===== src/core/adcd_defines.svh =====
// Notes on behaviour
// - Chain input low at the conversion-start rise, or tied to it, selects daisy-chain.
// - Chain input and conversion-start both low drive the serial output low.
// - Conversion-start rise with chain input low samples input and starts conversion.
// - A started conversion runs to its end regardless of the serial clock.
// - Serial clock low at the conversion-start rise means no busy bit.
// - Serial clock high at the conversion-start rise means a busy bit at the end.
// - No busy bit: load result into 18-bit register and show its MSB at once.
// - Busy bit: load result and drive the serial output high.
// - After conversion every device enters acquisition and power-down.
// - Each readout fall captures the chain input and shifts out the next bit, except the fall that drops a pending busy bit.
// - No busy bit: host gives 18 falls per device, last device first, MSB first.
// - Busy bit: host gets the busy bit first, then 18 falls per device.
// - Upstream busy bits are not captured into the next device's stream.
`ifndef ADCD_DEFINES_SVH
`define ADCD_DEFINES_SVH
`define ADCD_RESULT_W    18
`define ADCD_CONV_CYCLES 200
`define ADCD_CNT_W       16
`endif


===== src/core/adcd_pkg.sv =====
`default_nettype none
package adcd_pkg;
  typedef enum logic [2:0] {
    ADCD_IDLE  = 3'b001,
    ADCD_CONV  = 3'b010,
    ADCD_SHIFT = 3'b100
  } adcd_state_t;
endpackage : adcd_pkg
`default_nettype wire


===== src/core/adcd_chain.sv =====
`include "adcd_defines.svh"
`default_nettype none
module adcd_chain
  import adcd_pkg::*;
#(
  parameter int unsigned RESULT_W    = `ADCD_RESULT_W,
  parameter int unsigned CONV_CYCLES = `ADCD_CONV_CYCLES
)
(
  input  wire logic                core_clk,
  input  wire logic                sys_rst,
  input  wire logic                convert_start,
  input  wire logic                serial_clk,
  input  wire logic                chain_in,
  input  wire logic [RESULT_W-1:0] sample_data,
  output logic                     serial_out,
  output logic                     conv_active,
  output logic                     daisy_mode,
  output logic                     busy_mode,
  output logic                     acq_powerdown
);
  // Refuse shapes the logic cannot serve, at elaboration
  if (RESULT_W < 2)
  begin : g_bad_width
    $error("RESULT_W must be at least 2");
  end
  if (CONV_CYCLES < 1 || CONV_CYCLES > 65535)
  begin : g_bad_count
    $error("CONV_CYCLES must be 1 to 65535");
  end

  logic cs_s;
  logic sck_s;
  logic din_s;

  // Pin inputs cross into the core clock domain
  adcd_sync u_sync_cs
  (
    .core_clk   (core_clk),
    .sys_rst    (sys_rst),
    .raw_in     (convert_start),
    .stable_out (cs_s)
  );

  adcd_sync u_sync_sck
  (
    .core_clk   (core_clk),
    .sys_rst    (sys_rst),
    .raw_in     (serial_clk),
    .stable_out (sck_s)
  );

  adcd_sync u_sync_din
  (
    .core_clk   (core_clk),
    .sys_rst    (sys_rst),
    .raw_in     (chain_in),
    .stable_out (din_s)
  );

  adcd_state_t             state_reg;
  adcd_state_t             state_next;
  logic                    cs_d_reg;
  logic                    sck_d_reg;
  logic                    din_d_reg;
  logic [`ADCD_CNT_W-1:0]  cnt_reg;
  logic [`ADCD_CNT_W-1:0]  cnt_next;
  logic [RESULT_W-1:0]     sample_reg;
  logic [RESULT_W-1:0]     sample_next;
  logic [RESULT_W-1:0]     shreg_reg;
  logic [RESULT_W-1:0]     shreg_next;
  logic                    dout_reg;
  logic                    dout_next;
  logic                    busy_reg;
  logic                    busy_next;
  logic                    busy_pend_reg;
  logic                    busy_pend_next;
  logic                    daisy_reg;
  logic                    daisy_next;
  logic                    acq_reg;
  logic                    acq_next;
  logic                    cs_rise;
  logic                    sck_fall;
  logic                    conv_done;

  // Edges of the synchronised pins, and the last cycle of a conversion
  assign cs_rise   = cs_s && !cs_d_reg;
  assign sck_fall  = !sck_s && sck_d_reg;
  assign conv_done = (state_reg == ADCD_CONV) && (cnt_reg == '0);

  // Next state of the conversion and readout sequence
  always_comb
  begin
    state_next     = state_reg;
    cnt_next       = cnt_reg;
    sample_next    = sample_reg;
    shreg_next     = shreg_reg;
    dout_next      = dout_reg;
    busy_next      = busy_reg;
    busy_pend_next = busy_pend_reg;
    daisy_next     = daisy_reg;
    acq_next       = acq_reg;
    case (state_reg)
      ADCD_IDLE, ADCD_SHIFT:
      begin
        // Previous chain level is used so a chain input tied to start still counts as low
        if (cs_rise && !din_d_reg)
        begin
          state_next  = ADCD_CONV;
          daisy_next  = 1'b1;
          busy_next   = sck_d_reg;
          sample_next = sample_data;
          cnt_next    = `ADCD_CNT_W'(CONV_CYCLES - 1);
          acq_next    = 1'b0;
        end
        else if (state_reg == ADCD_SHIFT && !cs_s)
        begin
          state_next     = ADCD_IDLE;
          busy_pend_next = 1'b0;
        end
        else if (state_reg == ADCD_SHIFT && sck_fall)
        begin
          if (busy_pend_reg)
          begin
            // Upstream busy bit is skipped, own MSB goes out
            busy_pend_next = 1'b0;
            dout_next      = shreg_reg[RESULT_W-1];
          end
          else
          begin
            shreg_next = {shreg_reg[RESULT_W-2:0], din_s};
            dout_next  = shreg_reg[RESULT_W-2];
          end
        end
      end
      ADCD_CONV:
      begin
        // Serial clock is ignored until the count expires
        if (cnt_reg == '0)
        begin
          state_next = ADCD_SHIFT;
          shreg_next = sample_reg;
          acq_next   = 1'b1;
          if (busy_reg)
          begin
            dout_next      = 1'b1;
            busy_pend_next = 1'b1;
          end
          else
          begin
            dout_next = sample_reg[RESULT_W-1];
          end
        end
        else
        begin
          cnt_next = cnt_reg - `ADCD_CNT_W'(1);
        end
      end
      default:
      begin
        state_next = ADCD_IDLE;
      end
    endcase
    // Both inputs low pull the output low in every state
    if (!cs_s && !din_s)
      dout_next = 1'b0;
  end

  // Registers of the sequence
  always_ff @(posedge core_clk)
  begin
    if (sys_rst)
    begin
      state_reg     <= ADCD_IDLE;
      cs_d_reg      <= 1'b0;
      sck_d_reg     <= 1'b0;
      din_d_reg     <= 1'b0;
      cnt_reg       <= '0;
      sample_reg    <= '0;
      shreg_reg     <= '0;
      dout_reg      <= 1'b0;
      busy_reg      <= 1'b0;
      busy_pend_reg <= 1'b0;
      daisy_reg     <= 1'b0;
      acq_reg       <= 1'b0;
    end
    else
    begin
      state_reg     <= state_next;
      cs_d_reg      <= cs_s;
      sck_d_reg     <= sck_s;
      din_d_reg     <= din_s;
      cnt_reg       <= cnt_next;
      sample_reg    <= sample_next;
      shreg_reg     <= shreg_next;
      dout_reg      <= dout_next;
      busy_reg      <= busy_next;
      busy_pend_reg <= busy_pend_next;
      daisy_reg     <= daisy_next;
      acq_reg       <= acq_next;
    end
  end

  // Outputs from flip-flops; conv_active is decoded from the state register
  assign serial_out    = dout_reg;
  assign conv_active   = (state_reg == ADCD_CONV);
  assign daisy_mode    = daisy_reg;
  assign busy_mode     = busy_reg;
  assign acq_powerdown = acq_reg;
endmodule : adcd_chain
`default_nettype wire


===== src/core/adcd_sync.sv =====
`default_nettype none
module adcd_sync
(
  input  wire logic core_clk,
  input  wire logic sys_rst,
  input  wire logic raw_in,
  output logic      stable_out
);
  logic ff1_reg;
  logic ff2_reg;
  logic ff3_reg;
  logic stable_reg;
  logic stable_next;

  // Accept a new level only once the second and third stages agree
  always_comb
  begin
    stable_next = (ff2_reg == ff3_reg) ? ff2_reg : stable_reg;
  end

  // Three-stage synchroniser chain
  always_ff @(posedge core_clk)
  begin
    if (sys_rst)
    begin
      ff1_reg    <= 1'b0;
      ff2_reg    <= 1'b0;
      ff3_reg    <= 1'b0;
      stable_reg <= 1'b0;
    end
    else
    begin
      ff1_reg    <= raw_in;
      ff2_reg    <= ff1_reg;
      ff3_reg    <= ff2_reg;
      stable_reg <= stable_next;
    end
  end

  assign stable_out = stable_reg;
endmodule : adcd_sync
`default_nettype wire


===== config.mk =====
export PLATFORM = sky130hd
export DESIGN_NAME = adcd_chain
export DESIGN_NICKNAME = d
export VERILOG_FILES = /design/src/core/adcd_pkg.sv /design/src/core/adcd_chain.sv /design/src/core/adcd_sync.sv
export VERILOG_INCLUDE_DIRS = /design/src /design/src/core
export SDC_FILE = /design/constraint.sdc
export NUM_CORES = 1
export LEC_CHECK = 0
export ABC_AREA = 0
export BUFFER_PORTS_ARGS = -buffer_cell sky130_fd_sc_hd__buf_2
export CAP_MARGIN = 40
export CORE_MARGIN = 4
export CORE_UTILIZATION = 55
export DETAILED_ROUTE_END_ITERATION = 6
export GPL_TIMING_DRIVEN = 0
export PLACE_DENSITY_LB_ADDON = 0.2
export SETUP_SLACK_MARGIN = 0.02
export SYNTH_ARGS = -nofsm -noshare
export SYNTH_HDL_FRONTEND = slang
export SYNTH_SLANG_ARGS = --single-unit

===== constraint.sdc =====
create_clock -name core_clk -period 2.65 [get_ports core_clk]
set_input_delay 0.265 -clock core_clk [delete_from_list [all_inputs] [get_ports core_clk]]
set_output_delay 0.265 -clock core_clk [all_outputs]
set_load 0.005 [all_outputs]

==> results by group <==
Synthesis
  • Synthesized instance count: 358
  • Top cell type's share of synthesized area: 47.7%
  • Synth area leaders: dfxtp_1 48%, nand2_1 6.3%, mux2i_1 5.4%, a21oi_1 5.2%, nor2_1 5.2%
  • Post-Syn Nets: 382
  • Mean Syn Cell Area: 8.79 µm²
  • Yosys cell types: 47
  • Count leader, synth: dfxtp_1
  • Post-synth EDFFs: 0
  • Post-Syn Area: 3150 µm²
  • Asr flop ratio synth: 0%
  • Post-synth top area cell: dfxtp_1
  • Top post-synthesis cells by count: 75 x dfxtp_1, 53 x nand2_1, 44 x nor2_1
  • YS warnings: 0
  • Seq/Total Area, Yosys: 47.7%
  • Yosys reg bits: 75
  • Ys flop type: dfxtp_1

Drt
  • Final WL: 6.73 mm
  • DR iter-0 viols: 149
  • DRC errors left: 0
  • Pre-antenna DRT Iters: 4
  • Vias: 2,637
  • Vias per cell: 5.55
  • Routed Antenna Nets: 0
  • Wire per inst: 14.2 µm

Run status
  • Status: finished clean

Setup path
  • Crit start category: flop
  • Crit path max-delay family: simple AND/OR/NAND/NOR gates
  • CP Data Required Time: 2.93 ns
  • CP Data Arrival Time: 2.71 ns
  • Critical Path, Cell by Cell: clkbuf_1 > or3b_2 > buf_2 > o21ai_2 > o211ai_1 > or4b_1 > a21oi_1
  • Bufs and invs on worst path: 2
  • R2R Path Start: state_reg[2]
  • Worst-path fanout max: 10
  • CP Capture Type: flop
  • FF-to-FF setup slack: 0.22 ns
  • Crit Path Class: reg2reg
  • Cells on worst reg2reg path: 7
  • CP max stage cell: or4b_1
  • R2r endpoint: cnt_reg[5]
  • Slowest stage delay, CP: 0.55 ns

Floorplanning
  • # rows: 27
  • Ports: 28
  • Chip Height: 83.7 µm
  • Core region area: 5540 µm²
  • Die area: 7000 µm²
  • Die W: 83.7 µm
  • Initial Util: 56.8%

Layout
  • Area added between synthesis and finish: 15.1%
  • Share of cells above drive strength 1: 15.6%
  • N_diodes: 0
  • Number of fill cells: 488
  • Layout Nets: 422
  • Final std cells w/o fill: 475

Timing
  • Final Hold Fails: 0
  • Slew headroom: 63.3%
  • Unrepaired setup endpoints after global routing: no
  • Pins Over Slew Limit: 0
  • # setup viols final: 0
  • Final setup TNS: 0 ns
  • Max frequency: 411 MHz
  • Period utilisation layout: 91.8%
  • Slew @ Worst Pin: 0.542 ns
  • Hold slack: 0.138 ns
  • Fin crit period: 2.43 ns
  • Worst Skew: 0.00846 ns

Power
  • Final Power: 2.09 mW
  • Max VDD drop: 0.389 mV
  • Total net switching power: 0.448 mW
  • Pleak: 1.33 nW
  • Sw frac: 21.4%
  • PD cells: 578 nW/µm²
  • Clock Power Share: 42.6%
  • P_int: 1.65 mW
  • Sequential Power Share: 54.3%
  • Logic gate share of total power: 3.1%

Global route
  • Total grt overflow: 0
  • First-pass GRT wire length: 11.4 mm
  • GR Util All Layers: 19.7%
  • Largest net degree at the start of global routing: 13
  • Vias in the first global route: 2,387
  • Initial antenna violation count: 0

Placed design
  • DPL Wire Length: 4.68 mm
  • Global placement routability congestion: 0.839
  • Inst Count DP: 457
  • I/O Buffers: 27

Hold path
  • Hold path endpoint: u_sync_cs.ff1_reg
  • HP Start: convert_start
  • Hold WC Path Type: in2reg
  • Hold depth: 2

Clock network
  • TritonCTS clock tree: yes
  • Clock transition at path regs: 0.08 ns
  • Root buffer cell: clkbuf_8
  • Hold_buf cts: 0
  • Clk Latency, worst-skew pair: 0.34 ns
  • H-tree Lvls: 3
  • Total CTS buffers: 9
  • Maximum clock path buffer count: 2
  • Clk sinks: 75

Job
  • Max Cap Violations: 0
-- layout make-up --
| cell class | instances | area, µm² | share of cell area (%) |
|---|---|---|---|
| clock inverter | 4 | 48.8 | 1.35 |
| clock buffer | 12 | 155 | 4.28 |
| buffer | 24 | 111 | 3.07 |
| multi-input combinational | 254 | 1540 | 42.4 |
| sequential | 75 | 1500 | 41.4 |
| tap | 72 | 90.1 | 2.49 |
| inverter | 5 | 18.8 | 0.518 |
| timing repair buffer | 29 | 163 | 4.49 |
-- worst max-delay path by stage --
| stage | startpoint | endpoint | cells past startpoint | slack (ns) |
|---|---|---|---|---|
| floorplan | cnt_reg[2] | cnt_reg[11] | 6 | 0.46 |
| global placement | cnt_reg[2] | shreg_reg[14] | 7 | 0.23 |
| detailed placement | cnt_reg[2] | shreg_reg[2] | 8 | 0.21 |
| CTS | state_reg[2] | conv_active | 5 | 0.06 |
| global route | state_reg[2] | cnt_reg[5] | 7 | 0.03 |
| finish | state_reg[2] | cnt_reg[5] | 7 | 0.22 |
-- worst register-to-register path: cells and delay by family, from the launching register on --
| family | cells | cell delay (ns) |
|---|---|---|
| AO/OA/AOI/OAI | 3 | 0.56 |
| AND/OR/NAND/NOR | 2 | 1.08 |
| flip-flops | 1 | 0.30 |
| buffers and inverters | 2 | 0.44 |
-- power by group through the flow --
stage	registers, mW	logic [mW]	clock network (mW)
after floorplan	1.16	0.0372	0
after global placement	1.16	0.0644	0
after detailed placement	1.16	0.0651	0
after CTS	1.14	0.0653	0.900
after global routing	1.14	0.0727	0.960
final	1.14	0.0651	0.891
-- metal layers --
metal  GRT usage [%]  up-vias  share of wire (%)
met5               0        -                  0
met3            4.24       15                5.0
met2            30.7       65                 46
met1            26.0     1215                 46
met4            8.92        0                2.6
li1                -     1342                  -
-- stage by stage --
| stage | util (%) | setup slack [ns] | cell area, µm² |
|---|---|---|---|
| after detailed placement | 60.9 | 0.211 | 3370 |
| after floorplan | - | 0.457 | 3150 |
| final | 65.4 | 0.218 | 3620 |
| after CTS | 64.6 | 0.0615 | 3580 |
| after global placement | 60.9 | 0.230 | 3370 |
| after global routing | 65.4 | 0.0300 | 3620 |
-- cells by family (layout without fill, tap and decap cells) --
family,Yosys count,count (layout),synth area share [%]
adders and majority gates,1,1,0.397
xor gates and xnor gates,11,11,3.06
AOI/OAI and AO/OA,75,75,16.1
and+or+nand+nor,149,149,22.9
muxes,18,18,5.76
DFF,75,75,47.7
buffers and inverters,29,74,4.09
-- timing repair --
item,4_1_cts,5_1_grt
endpoints found under the setup margin,0,13
setup buffers,0,2
gates resized for setup,0,4
-- layout by cell type (no fill, tap or decap), types with 2 or more instances in the layout --
| cell | netlist | routed |
|---|---|---|
| nand2b_1 | 3 | 3 |
| nand3_1 | 3 | 3 |
| a211oi_1 | 16 | 16 |
| clkbuf_1 | 15 | 16 |
| nand4_1 | 5 | 5 |
| or3b_2 | 2 | 2 |
| nor4_2 | 0 | 2 |
| a311oi_1 | 5 | 5 |
| or3_1 | 3 | 3 |
| clkbuf_8 | 0 | 11 |
| mux2i_1 | 17 | 17 |
| or4_1 | 5 | 5 |
| nor3_1 | 5 | 5 |
| o21ai_0 | 6 | 6 |
| a21oi_1 | 33 | 33 |
| buf_6 | 2 | 2 |
| buf_2 | 4 | 31 |
| a2111oi_1 | 2 | 2 |
| or4b_1 | 2 | 2 |
| inv_1 | 4 | 4 |
| nor2_1 | 44 | 44 |
| nand2_1 | 53 | 53 |
| nor4_1 | 4 | 2 |
| nor2b_1 | 12 | 12 |
| buf_1 | 3 | 2 |
| o211ai_1 | 3 | 3 |
| clkinv_2 | 0 | 2 |
| xnor2_1 | 5 | 5 |
| dfxtp_1 | 75 | 75 |
| xor2_1 | 6 | 6 |
| o31ai_1 | 2 | 2 |
Note: power is estimated with default switching activity, not from simulation.
